<file path="src/srq_status_pkg.sv">
// shared constants for the service-request and status-byte logic
package srq_status_pkg;
    // status byte bit positions; mask bits sit at the same positions
    localparam int unsigned DWELL_BIT = 2;
    localparam int unsigned BUFFER_BIT = 3;
    localparam int unsigned READY_BIT = 4;
    localparam int unsigned ERROR_BIT = 5;
    localparam int unsigned REQUEST_BIT = 6;
    // weights of the decimal mask command value
    localparam int unsigned CMD_ERROR_POS = 0;
    localparam int unsigned CMD_READY_POS = 1;
    localparam int unsigned CMD_BUFFER_POS = 2;
    localparam int unsigned CMD_DWELL_POS = 3;
    // values after reset
    localparam logic [7:0] MASK_RESET = 8'h00;
    localparam logic [7:0] STATUS_RESET = 8'h00;
    localparam logic [3:0] CMD_VALUE_RESET = 4'h0;
    // mask field that may ever be set: bits 2..5, never bit 6
    localparam logic [7:0] MASK_LEGAL = 8'h3C;
endpackage : srq_status_pkg

</file>
<file path="src/condition_cell.sv">
// one instrument condition bit, either live or held until polled
`timescale 1ns/10ps
module condition_cell #(
    parameter bit STICKY = 1'b0
) (
    input wire logic mclk, // system clock
    input wire logic sys_rst, // async reset, active high
    input wire logic cond_in, // raw condition, same clock domain
    input wire logic poll_clr, // serial poll read strobe
    output logic cond_ff // condition as the status byte sees it
);
    // =========================================================
    // condition hold
    // sticky bits let the set win over a poll in the same cycle
    always_ff @(posedge mclk or posedge sys_rst)
    begin
        if (sys_rst)
        begin
            cond_ff <= 1'b0;
        end
        else if (STICKY)
        begin
            cond_ff <= cond_in | (cond_ff & ~poll_clr);
        end
        else
        begin
            cond_ff <= cond_in;
        end
    end
endmodule : condition_cell

</file>
<file path="src/service_request_status_logic.sv">
// service-request mask, status byte latch and request line
`timescale 1ns/10ps
// How it works
// - mask command value 0..15 builds enable mask
// - value zero clears every mask bit
// - mask eight bits, bit 6 never held
// - bad command, option or local programming: error
// - last program location while running: end buffer
// - dwell expiry while running: end dwell
// - enabled condition raises request and bit 6
// - status bit 5 reports the error
// - serial poll read releases the request line
// - status byte frozen while request pending
// - poll read clears bit 6 and the held error and dwell bits
// - without request, bits 2..5 follow conditions
// - error bit held until the poll read
// - status byte readable by poll any time
module service_request_status_logic
    import srq_status_pkg::*;
(
    input wire logic mclk, // system clock, 100 MHz
    input wire logic sys_rst, // async reset, active high
    input wire logic mask_cmd_valid, // pulse: mask command parsed
    input wire logic [3:0] mask_cmd_value, // decimal value of the mask command
    input wire logic exec_char, // pulse: execute character received
    input wire logic illegal_command_error, // pulse: illegal command seen
    input wire logic illegal_option_error, // pulse: illegal option seen
    input wire logic not_remote_error, // pulse: programmed while not remote
    input wire logic ready_level, // level: instrument ready
    input wire logic program_running, // level: stored program executing
    input wire logic last_location, // level: sequencer at last location
    input wire logic dwell_expired, // pulse: step dwell period ended
    input wire logic serial_poll_rd, // pulse: controller read status byte
    output logic srq_ff, // service request line, active high
    output logic [7:0] status_byte_ff, // status byte presented to poll
    output logic [7:0] request_enable_mask_ff // active request mask
);
    // =========================================================
    // declarations
    logic [3:0] pend_value_ff;
    logic pend_valid_ff;
    logic [7:0] nxt_mask;
    logic [7:0] cond_vec;
    logic [7:0] prev_hit_ff;
    logic [7:0] hit;
    logic req_rise;
    logic err_event;
    logic buf_event;
    logic dwell_event;
    logic cond_err;
    logic cond_ready;
    logic cond_buf;
    logic cond_dwell;

    // =========================================================
    // condition sources
    // error sources merged
    assign err_event = illegal_command_error | illegal_option_error | not_remote_error;
    // end of buffer only while running
    assign buf_event = program_running & last_location;
    assign dwell_event = program_running & dwell_expired;

    condition_cell #(.STICKY(1'b1)) u_err (
        .mclk(mclk),
        .sys_rst(sys_rst),
        .cond_in(err_event),
        .poll_clr(serial_poll_rd),
        .cond_ff(cond_err)
    );
    // ready and buffer are levels, so they stay live
    condition_cell #(.STICKY(1'b0)) u_ready (
        .mclk(mclk),
        .sys_rst(sys_rst),
        .cond_in(ready_level),
        .poll_clr(serial_poll_rd),
        .cond_ff(cond_ready)
    );
    condition_cell #(.STICKY(1'b0)) u_buf (
        .mclk(mclk),
        .sys_rst(sys_rst),
        .cond_in(buf_event),
        .poll_clr(serial_poll_rd),
        .cond_ff(cond_buf)
    );
    // dwell end is a pulse; held so the poll can still see it
    condition_cell #(.STICKY(1'b1)) u_dwell (
        .mclk(mclk),
        .sys_rst(sys_rst),
        .cond_in(dwell_event),
        .poll_clr(serial_poll_rd),
        .cond_ff(cond_dwell)
    );

    // condition vector in status byte layout
    always_comb
    begin
        cond_vec = 8'h00;
        cond_vec[ERROR_BIT] = cond_err;
        cond_vec[READY_BIT] = cond_ready;
        cond_vec[BUFFER_BIT] = cond_buf;
        cond_vec[DWELL_BIT] = cond_dwell;
    end

    // =========================================================
    // mask command
    // decimal weights mapped onto status positions
    always_comb
    begin
        nxt_mask = 8'h00;
        nxt_mask[ERROR_BIT] = pend_value_ff[CMD_ERROR_POS];
        nxt_mask[READY_BIT] = pend_value_ff[CMD_READY_POS];
        nxt_mask[BUFFER_BIT] = pend_value_ff[CMD_BUFFER_POS];
        nxt_mask[DWELL_BIT] = pend_value_ff[CMD_DWELL_POS];
    end

    always_ff @(posedge mclk or posedge sys_rst)
    begin
        if (sys_rst)
        begin
            pend_value_ff <= CMD_VALUE_RESET;
            pend_valid_ff <= 1'b0;
        end
        else if (mask_cmd_valid)
        begin
            pend_value_ff <= mask_cmd_value;
            pend_valid_ff <= 1'b1;
        end
        else if (exec_char)
        begin
            pend_valid_ff <= 1'b0;
        end
    end

    // zero value yields an all-clear mask
    // legal field keeps bit 6 out
    always_ff @(posedge mclk or posedge sys_rst)
    begin
        if (sys_rst)
        begin
            request_enable_mask_ff <= MASK_RESET;
        end
        else if (exec_char && pend_valid_ff)
        begin
            request_enable_mask_ff <= nxt_mask & MASK_LEGAL;
        end
    end

    // =========================================================
    // request detection
    // rising edge of any enabled condition
    assign hit = cond_vec & request_enable_mask_ff;
    assign req_rise = |(hit & ~prev_hit_ff);

    always_ff @(posedge mclk or posedge sys_rst)
    begin
        if (sys_rst)
        begin
            prev_hit_ff <= 8'h00;
        end
        else
        begin
            prev_hit_ff <= hit;
        end
    end

    // request line; poll releases it, new request wins
    always_ff @(posedge mclk or posedge sys_rst)
    begin
        if (sys_rst)
        begin
            srq_ff <= 1'b0;
        end
        else if (req_rise && (!srq_ff || serial_poll_rd))
        begin
            srq_ff <= 1'b1;
        end
        else if (serial_poll_rd)
        begin
            srq_ff <= 1'b0;
        end
    end

    // =========================================================
    // status byte
    // frozen while pending; live otherwise
    // poll drops latched value back to live conditions
    // error shows at bit 5; readable at any time
    always_ff @(posedge mclk or posedge sys_rst)
    begin
        if (sys_rst)
        begin
            status_byte_ff <= STATUS_RESET;
        end
        else if (req_rise && (!srq_ff || serial_poll_rd))
        begin
            status_byte_ff <= cond_vec | (8'h01 << REQUEST_BIT);
        end
        else if (!srq_ff || serial_poll_rd)
        begin
            status_byte_ff <= cond_vec;
        end
    end

    // =========================================================
    // assertions
    a_mask_zero: assert property (@(posedge mclk) disable iff (sys_rst)
        exec_char && pend_valid_ff && pend_value_ff == 4'h0 |=> request_enable_mask_ff == 8'h00)
        else $error("zero mask value left bits set");
    a_mask_bit6: assert property (@(posedge mclk) disable iff (sys_rst)
        request_enable_mask_ff[REQUEST_BIT] == 1'b0)
        else $error("mask holds bit 6");
    a_mask_weights: assert property (@(posedge mclk) disable iff (sys_rst)
        exec_char && pend_valid_ff && pend_value_ff == 4'h1 |=> request_enable_mask_ff == 8'h20)
        else $error("mask value one did not enable error only");
    a_mask_pending: assert property (@(posedge mclk) disable iff (sys_rst)
        !exec_char |=> $stable(request_enable_mask_ff))
        else $error("mask changed without execute");
    a_err_sticky: assert property (@(posedge mclk) disable iff (sys_rst)
        err_event ##1 !serial_poll_rd |=> cond_err)
        else $error("error bit lost before poll");
    a_buf_set: assert property (@(posedge mclk) disable iff (sys_rst)
        program_running && last_location |=> cond_buf)
        else $error("end of buffer not raised");
    a_dwell_set: assert property (@(posedge mclk) disable iff (sys_rst)
        program_running && dwell_expired |=> cond_dwell)
        else $error("end of dwell not raised");
    a_srq_raise: assert property (@(posedge mclk) disable iff (sys_rst)
        err_event && request_enable_mask_ff[ERROR_BIT] && !cond_err && !srq_ff && !exec_char && !req_rise
        |=> ##1 srq_ff && status_byte_ff[REQUEST_BIT] && status_byte_ff[ERROR_BIT])
        else $error("enabled error did not raise request");
    a_poll_release: assert property (@(posedge mclk) disable iff (sys_rst)
        serial_poll_rd && !req_rise |=> !srq_ff && !status_byte_ff[REQUEST_BIT])
        else $error("poll did not release request");
    a_poll_clear: assert property (@(posedge mclk) disable iff (sys_rst)
        serial_poll_rd && !err_event |=> !cond_err)
        else $error("poll did not clear error bit");
    a_status_freeze: assert property (@(posedge mclk) disable iff (sys_rst)
        srq_ff && !serial_poll_rd |=> $stable(status_byte_ff))
        else $error("status byte moved while pending");
    a_status_live: assert property (@(posedge mclk) disable iff (sys_rst)
        !srq_ff ##1 !srq_ff |-> status_byte_ff[5:2] == $past(cond_vec[5:2]))
        else $error("status bits not following conditions");

    c_poll_masked_off: cover property (@(posedge mclk) disable iff (sys_rst)
        request_enable_mask_ff == 8'h00 && serial_poll_rd);
    c_request_poll: cover property (@(posedge mclk) disable iff (sys_rst)
        srq_ff ##[1:20] serial_poll_rd);
    c_set_vs_poll: cover property (@(posedge mclk) disable iff (sys_rst)
        srq_ff && serial_poll_rd && req_rise);
    c_dwell_request: cover property (@(posedge mclk) disable iff (sys_rst)
        dwell_event && request_enable_mask_ff[DWELL_BIT] ##2 srq_ff);
endmodule : service_request_status_logic

</file>
<file path="config.mk">
export PLATFORM = sky130hd
export DESIGN_NAME = service_request_status_logic
export DESIGN_NICKNAME = d
export VERILOG_FILES = /design/src/srq_status_pkg.sv /design/src/condition_cell.sv /design/src/service_request_status_logic.sv
export SDC_FILE = /design/constraint.sdc
export NUM_CORES = 1
export LEC_CHECK = 0
export BUFFER_PORTS_ARGS = -buffer_cell sky130_fd_sc_hd__buf_4
export CORE_MARGIN = 4
export CORE_UTILIZATION = 47
export DETAILED_ROUTE_END_ITERATION = 7
export GPL_ROUTABILITY_DRIVEN = 0
export PLACE_DENSITY_LB_ADDON = 0.2
export SYNTH_ARGS = -nofsm -noshare
export SYNTH_HDL_FRONTEND = slang
export SYNTH_HIERARCHICAL = 1
export SYNTH_SLANG_ARGS = --single-unit
export TNS_END_PERCENT = 20
</file>
<file path="constraint.sdc">
create_clock -name mclk -period 1.6 [get_ports mclk]
set_input_delay 0 -clock mclk [delete_from_list [all_inputs] [get_ports mclk]]
set_output_delay 0 -clock mclk [all_outputs]
set_load 0.01 [all_outputs]
</file>
; ---- Word level (Yosys, flattened, before mapping)
; Index checks and enable logic that the tools add are counted.
[totals]
input_bits = 16
latchBits = 0
reg_bits = 28
mem_count = 0
mem_bits_ro = 0
output_inout_bits = 17
ram_bits = 0
[op_classes]
div = 0
n_reduce_logical = 8
n_addsub = 0
shift = 0
multipliers = 0
order_cmp = 0
eq_ne = 0
n_mux = 6
bitwise_logic = 12
[ops]
columns = operator, n
row1 = two-way mux 8 bit, 2
row2 = AND 6 x 8 -> 8 bit, 1
row3 = NOT 6 -> 8 bit, 1
row4 = OR reduction 8 bit, 1
row5 = AND 6 bit, 1
row6 = nonzero test 2 bit, 3
row7 = AND 1 bit, 4
row8 = two-way mux 1 bit, 4
row9 = OR 1 bit, 4
row10 = logical AND 1 bit, 2
row11 = zero test 1 bit, 1
row12 = logical OR 1 bit, 1
row13 = NOT 1 bit, 1

; ---- Logic depth before layout (Yosys ltp)
; Gate-level depths: netlist of the first run.
[logic_depth]
depth_word = 5
ltp_mapped = 4

; ---- Cells and area by module
; The synthesis of the first run kept the hierarchy.
[by_module_without_submodules]
columns = module, instances, area_per_inst_um2, cells_each, seq_area_each_um2
row1 = service_request_status_logic, 1, 803.3, 60, 475.5
row2 = condition_cell at u_dwell ..., 2, 40.0, 4, 25.0
row3 = condition_cell at u_buf ..., 2, 28.8, 2, 25.0

; ---- Least setup slack after synthesis of the first run
; Ideal clock, no wire load.
[synth_timing]
path_type = flip-flop to flip-flop
from = register srq_ff
to = register srq_ff
path_stages_with_launch = 4
n_path_buf = 1
setup_slack_ps = 286
arrival_ps = 1176
setup_ps = 138
cell_sequence = dfrtp_1 -> nor2b_1 -> buf_4 -> or4_4
[synth_via]
elab_chain_cells = 4
word_cells_on_any_way = 5
cone_classes = 1 x mux / 4 x reduce/logical
[synth_lines]
columns = item, line_no
row1 = "start, declared", service_request_status_logic.sv:34  ; output logic srq_ff,
row2 = "start signal, assigned", service_request_status_logic.sv:171  ; srq_ff <= 1'b0;
row3 = "start signal, assigned", service_request_status_logic.sv:175  ; srq_ff <= 1'b1;
row4 = "start signal, assigned", service_request_status_logic.sv:179  ; srq_ff <= 1'b0;
row5 = zero test 1 bit (*), service_request_status_logic.sv:173  ; else if (req_rise && (!srq_ff || serial_poll_rd))
row6 = logical OR 1 bit (*), service_request_status_logic.sv:173
row7 = logical AND 1 bit (*), service_request_status_logic.sv:173
row8 = two-way mux 1 bit / nonzero test 2 bit (equally long branches), -
; Every way passes the cells marked *; elsewhere a longest branch is shown, timed or not.
; A chain may end at the register's enable or synchronous reset.

; ---- Worst setup path in the final report of the first run
[layout_timing]
from = input port not_remote_error
to = register u_err.cond_ff
[layout_via]
elab_chain_cells = 2
[layout_lines]
columns = item, line_no
row1 = "start, declared", service_request_status_logic.sv:28  ; input wire logic not_remote_error,
row2 = OR 1 bit, service_request_status_logic.sv:58  ; assign err_event = illegal_command_error | illegal_option_error | not_remote_error;
row3 = via err_event, service_request_status_logic.sv:47  ; logic err_event;
row4 = OR 1 bit, condition_cell.sv:23  ; cond_ff <= cond_in | (cond_ff & ~poll_clr);
row5 = "end signal, assigned", condition_cell.sv:23
row6 = "end signal, assigned", condition_cell.sv:27  ; cond_ff <= cond_in;
row7 = "end, declared", condition_cell.sv:10  ; output logic cond_ff
; The timed path passes the listed nets, and every way through them passes these cells.

==> flow_summary.json, run 1 <==
{
  "status": "finished, final reports clean",
  "critPathMaxFanout": 1,
  "cp_cell_sequence": "dlygate4sd3_1 -> buf_4 -> or3_1 -> dlygate4sd3_1 -> a21o_1",
  "fin_nets": 132,
  "rsz0062_at_grt": "false",
  "crit_required_ns": 1.81,
  "grt_remaining_overflow": 0,
  "clk_latency_ns": 0.30,
  "yosysUniqueCellTypes": 17,
  "synth_area_leaders": "dfrtp_1, mux2_2, buf_4, inv_1, a21o_1",
  "htreeDepth": 1,
  "fp.dieArea_mm2": 0.00278,
  "io_pins": 33,
  "fmax_mhz": 683,
  "hold_violations": 0,
  "yosys_warnings": 6,
  "syn_avg_cell_area_um2": 13.1,
  "grt_max_degree": 20,
  "maxCapViolations": 0,
  "crit_slowest_cell": "dlygate4sd3_1",
  "initial_core_util_pct": 52.2,
  "power.leakage_nw": 0.657,
  "io_buffers": 25,
  "vias": 646,
  "routed_wl_um": 1780,
  "cp_common_cell": "dlygate4sd3_1",
  "yosysTopAreaCell": "dfrtp_1",
  "ant_nets": 0,
  "fin_crit_ns": 1.46,
  "post-route-util_pct": 72.7,
  "ys_ff_latch": 23,
  "clk_path_buf_depth": 2,
  "antenna_found_initial": 0,
  "ir_drop_v": 0.000600,
  "endpoint_kind": "flip-flop",
  "hold_buffers": 16,
  "synth_top_area_share_pct": 61.2,
  "hold_class": "in2async",
  "clkTransAtPathRegs_ns": 0.12,
  "arrival_ns": 1.67,
  "crit_path_start_kind": "input pin",
  "die_x_um": 52.7,
  "finalCritPeriodShare_pct": 91.5,
  "ys_seq_area_share_pct": 61.2,
  "insertedDiodeCount": 0,
  "netlist_area_um2": 941,
  "dp_hpwl_um": 1260,
  "drc": 0,
  "drive_gt1_share_pct": 37.4,
  "cts_root_buf": "clkbuf_4",
  "p_per_area_mw_per_mm2": 986,
  "fill_cells": 152,
  "dp.cells": 120,
  "syn_to_final_growth_pct": 39.2,
  "setup_viol": 0,
  "cts_setup_buffers": 0,
  "cts_tree": "yes",
  "tightest_slew_ns": 0.680,
  "max_slew_margin_pct": 54.6,
  "cts_buffers": 3,
  "crit_buf_inv": 3,
  "setup.worst_path.class": "in2reg",
  "dr.first_iter.drc_count": 12,
  "cp_top_family": "buffers and inverters",
  "wl_per_cell_um": 12.7,
  "vias_per_cell": 4.61,
  "first_pass_iters": 2,
  "holdWs_ns": 0.100,
  "num_rows": 15,
  "die_h_um": 52.7,
  "slowest_delay_ns": 0.57,
  "syn_inst": 72,
  "finalClockSkew_ns": 0.00188,
  "cts.sinks": 23,
  "grt_pass1_wl_um": 3150,
  "drv_slew": 0,
  "core_area_mm2": 0.00180,
  "finalSetupTns_ns": 0,
  "finalNonFillerCells": 140,
  "first_global_vias": 724,
  "cts-resized-gates": 0,
  "grt_use_total_pct": 15.7
}
## report_power, final
part / switching, mW / internal, mW / total, mW
Sequential: 0.0452 / 0.662 / 0.707
Combinational: 0.127 / 0.198 / 0.324
Clock: 0.168 / 0.0931 / 0.261
Total: 0.339 / 0.953 / 1.29
## flip-flops by register name, summed over array words and instances, names as in the netlist
signal                  flops
pend_valid_ff               1
status_byte_ff              5
u_err/cond_ff               1
u_buf/cond_ff               1
u_dwell/cond_ff             1
prev_hit_ff                 4
srq_ff                      1
request_enable_mask_ff      4
u_ready/cond_ff             1
pend_value_ff               4
## path summary, 6_finish.rpt
path / startpoint / cells past startpoint / to / slack, ns
hold reg to reg: u_buf/cond_ff / 1 / status_byte_ff[3] / 0.51
min in group mclk: exec_char / 3 / request_enable_mask_ff[3] / 0.19
max in group asynchronous: sys_rst / 3 / status_byte_ff[6] / 0.80
setup / recovery: not_remote_error / 5 / u_err/cond_ff / 0.14
setup reg to reg: srq_ff / 2 / status_byte_ff[5] / 0.27
hold / removal: sys_rst / 3 / u_ready/cond_ff / 0.10
## final cells by class
class	instances	area, um^2	area share, %
Clock buffer	3	22.5	1.72
Clock inverter	1	5.00	0.382
Inverter	10	37.5	2.87
Multi-Input combinational cell	37	290	22.2
Sequential cell	23	576	43.9
Tap cell	25	31.3	2.39
Timing Repair Buffer	41	348	26.6
## cells in the mapped netlist (all sizes together)
| master | number |
|---|---|
| a21o | 3 |
| and2 | 4 |
| buf | 8 |
| conb | 1 |
| dfrtp | 23 |
| inv | 10 |
| mux2 | 12 |
| nand2 | 3 |
| nand2b | 1 |
| nor2b | 3 |
| o22ai | 1 |
| o41a | 1 |
| or3 | 1 |
| or4 | 1 |
## routing by layer
layer  vias to the layer above  wire [um]  share of wire (%)  track usage [%]
met3                         2         94                5.3             3.42
met4                         0          9               0.51             3.83
met2                        19        967                 54             28.9
li1                        304          -                  -                -
met1                       321        704                 40             18.2
met5                         -          0                  0                0
## placed cells by master, fill, tap and decap left out
cell type / netlist / layout
nand2_1: 3 / 3
buf_4: 8 / 25
nor2b_4: 1 / 1
or3_1: 1 / 1
and2_1: 3 / 3
inv_1: 10 / 10
mux2_1: 1 / 1
or4_4: 1 / 1
dfrtp_1: 23 / 23
mux2_2: 11 / 11
dlygate4sd3_1: 0 / 16
clkbuf_4: 0 / 3
o41a_1: 1 / 1
a21o_1: 3 / 3
nor2b_1: 2 / 2
and2_4: 1 / 1
o22ai_1: 1 / 1
nand2b_1: 1 / 1
clkinv_2: 0 / 1
conb_1: 1 / 7
## cell families (layout without fill, tap and decap cells)
kind of cell	count (synthesis)	count (layout)	share of synthesized area, %
AOI/OAI and AO/OA	5	5	4.26
buffers and inverters	18	55	10.4
DFF	23	23	61.2
muxes	12	12	14.4
other	1	7	0.399
and+or+nand+nor	13	13	9.44
## through the flow
step | area (um^2) | worst slack [ns] | power (mW)
6_report | 1310 | 0.136 | 1.29
5_1_grt | 1310 | 0.125 | 1.37
4_1_cts | 1310 | 0.149 | 1.30
3_5_place_dp | 1120 | 0.293 | 1.01
3_3_place_gp | 1120 | 0.317 | 0.999
2_1_floorplan | 963 | 0.286 | 0.886
## tightest hold or removal path, stage by stage
cell and delay, ns:
dlygate4sd3_1 0.53, buf_4 0.15, inv_1 0.05
(Power assumes the default switching activity.)
==> run 2: changes to the inputs <==
--- a/config.mk
+++ b/config.mk
@@ -10,7 +10,7 @@
 export CORE_UTILIZATION = 47
 export DETAILED_ROUTE_END_ITERATION = 7
 export GPL_ROUTABILITY_DRIVEN = 0
-export PLACE_DENSITY_LB_ADDON = 0.2
+export PLACE_DENSITY = 0.83
 export SYNTH_ARGS = -nofsm -noshare
 export SYNTH_HDL_FRONTEND = slang
 export SYNTH_HIERARCHICAL = 1
==> run 2 against run 1 <==
Net effect:
- sequential power rose by 0.6%
- first-iteration DRC count rose by 8.3%
- wire length rose by 14%
- clock power rose by 7%
- sequential share of layout area did not move
- flip-flop and latch count did not move
- critical path type unchanged
==> flow_summary.json, run 2 (synthesis results as in run 1) <==
{
  "crit_buf_inv": 3,
  "endpoint_kind": "flip-flop",
  "first_pass_iters": 4,
  "cp_cell_sequence": "dlygate4sd3_1 -> buf_4 -> or3_1 -> dlygate4sd3_1 -> a21o_1",
  "vias_per_cell": 4.59,
  "ir_drop_v": 0.000652,
  "dpl-instance-area_mm2": 0.00112,
  "status": "finished, final reports clean",
  "post-route-util_pct": 72.7,
  "seqPwrFrac_pct": 54.1,
  "r2r_start": "srq_ff",
  "fin_nets": 132,
  "wl_per_cell_um": 14.5,
  "finalNonFillerCells": 140,
  "reg2reg_depth": 2,
  "rsz0062_at_grt": "false",
  "fin_crit_ns": 1.48,
  "critPathMaxFanout": 1,
  "num_rows": 15,
  "clk_latency_ns": 0.32,
  "core_area_mm2": 0.00180,
  "max_slew_margin_pct": 54.4,
  "crit_required_ns": 1.82,
  "clk_path_buf_depth": 2,
  "swShare_pct": 27.6,
  "dp.cells": 120,
  "hold_violations": 0,
  "power.leakage_nw": 0.658,
  "htreeDepth": 1,
  "drv_slew": 0,
  "pwr-share-comb_pct": 24.6,
  "fp.dieArea_mm2": 0.00278,
  "p_per_area_mw_per_mm2": 1000,
  "worst-path-stages": 5,
  "hold_buffers": 16,
  "tightest_slew_ns": 0.684,
  "cp_top_family": "buffers and inverters",
  "cp_common_cell": "dlygate4sd3_1",
  "finalSetupTns_ns": 0,
  "drive_gt1_share_pct": 37.4,
  "initial_core_util_pct": 52.2,
  "design_area_mm2": 0.00131,
  "dr.first_iter.drc_count": 13,
  "dp_hpwl_um": 1300,
  "finalCritPeriodShare_pct": 92.7,
  "p_sw_mw": 0.363,
  "finalClockSkew_ns": 0.00540,
  "layout_common_cells": "buf_4, dfrtp_1, dlygate4sd3_1, mux2_2, inv_1",
  "die_x_um": 52.7,
  "arrival_ns": 1.70,
  "insertedDiodeCount": 0,
  "clkTransAtPathRegs_ns": 0.13,
  "p_int_mw": 0.951,
  "setup_viol": 0,
  "routed_wl_um": 2030,
  "die_h_um": 52.7,
  "largest_reg_flops": 5,
  "grt_remaining_overflow": 0,
  "cts_tree": "yes",
  "io_buffers": 25,
  "crit_path_start_kind": "input pin",
  "io_pins": 33,
  "p_clk_share_pct": 21.3,
  "hold_class": "in2async",
  "fmax_mhz": 674,
  "crit_slowest_cell": "dlygate4sd3_1",
  "grt_max_degree": 20,
  "cts-resized-gates": 0,
  "slowest_delay_ns": 0.56,
  "setup.worst_path.class": "in2reg",
  "ant_nets": 0,
  "first_global_vias": 705,
  "fill_cells": 126,
  "r2r-end": "status_byte_ff[4]",
  "top_register": "status_byte_ff",
  "cts.sinks": 23,
  "syn_to_final_growth_pct": 39.2,
  "cts_buffers": 3,
  "reg2reg_slack_ns": 0.25,
  "grt_use_total_pct": 17.9,
  "vias": 643,
  "drc": 0,
  "maxCapViolations": 0,
  "cts_root_buf": "clkbuf_4",
  "final_common_cell": "buf_4",
  "cts_setup_buffers": 0,
  "grt_pass1_wl_um": 3370,
  "antenna_found_initial": 0
}
[run 2: cell counts in the layout (fill, tap and decap cells not counted)]
Identical to the previous run, type by type.
[run 2: final cells by class]
cell class / count / area (um^2) / area share [%]
multi-input cells: 37 / 290 / 22.2
clock inverters: 1 / 5.00 / 0.382
well taps: 25 / 31.3 / 2.39
flip-flops and latches: 23 / 576 / 43.9
repair buffers: 41 / 348 / 26.6
inverters: 10 / 37.5 / 2.87
clock buffers: 3 / 22.5 / 1.72
[run 2: worst max-delay path by stage]
| stage | startpoint | end | slack (ns) |
|---|---|---|---|
| 2_1_floorplan | srq_ff | srq_ff | 0.29 |
| 3_3_place_gp | request_enable_mask_ff[2] | srq_ff | 0.32 |
| 3_5_place_dp | srq_ff | status_byte_ff[4] | 0.25 |
| 4_1_cts | not_remote_error | u_err/cond_ff | 0.15 |
| 5_1_grt | not_remote_error | u_err/cond_ff | 0.08 |
| 6_report | not_remote_error | u_err/cond_ff | 0.12 |
[run 2: power groups by stage]
| stage | Combinational (mW) | Sequential (mW) | Clock, mW |
|---|---|---|---|
| after floorplan | 0.151 | 0.735 | 0 |
| after global placement | 0.282 | 0.718 | 0 |
| after detailed placement | 0.292 | 0.722 | 0 |
| after CTS | 0.324 | 0.711 | 0.275 |
| after global routing | 0.351 | 0.722 | 0.314 |
| final | 0.323 | 0.711 | 0.279 |
[run 2: tightest hold or removal path: stages]
cell and delay (ns):
dlygate4sd3_1 0.54, buf_4 0.15, inv_1 0.06
[run 2: through the flow]
step / setup slack [ns] / total power [mW] / hold WS, ns
5_1_grt: 0.0844 / 1.39 / 0.0780
4_1_cts: 0.148 / 1.31 / 0.0900
6_report: 0.116 / 1.31 / 0.0894
2_1_floorplan: 0.286 / 0.886 / -0.271
3_3_place_gp: 0.324 / 0.999 / -0.125
3_5_place_dp: 0.247 / 1.01 / -0.121
[run 2: routing by layer]
layer	global-route usage, %	wire [um]
met1	21.2	792
met2	30.0	1060
met3	3.13	108
met4	10.6	70
met5	0	0
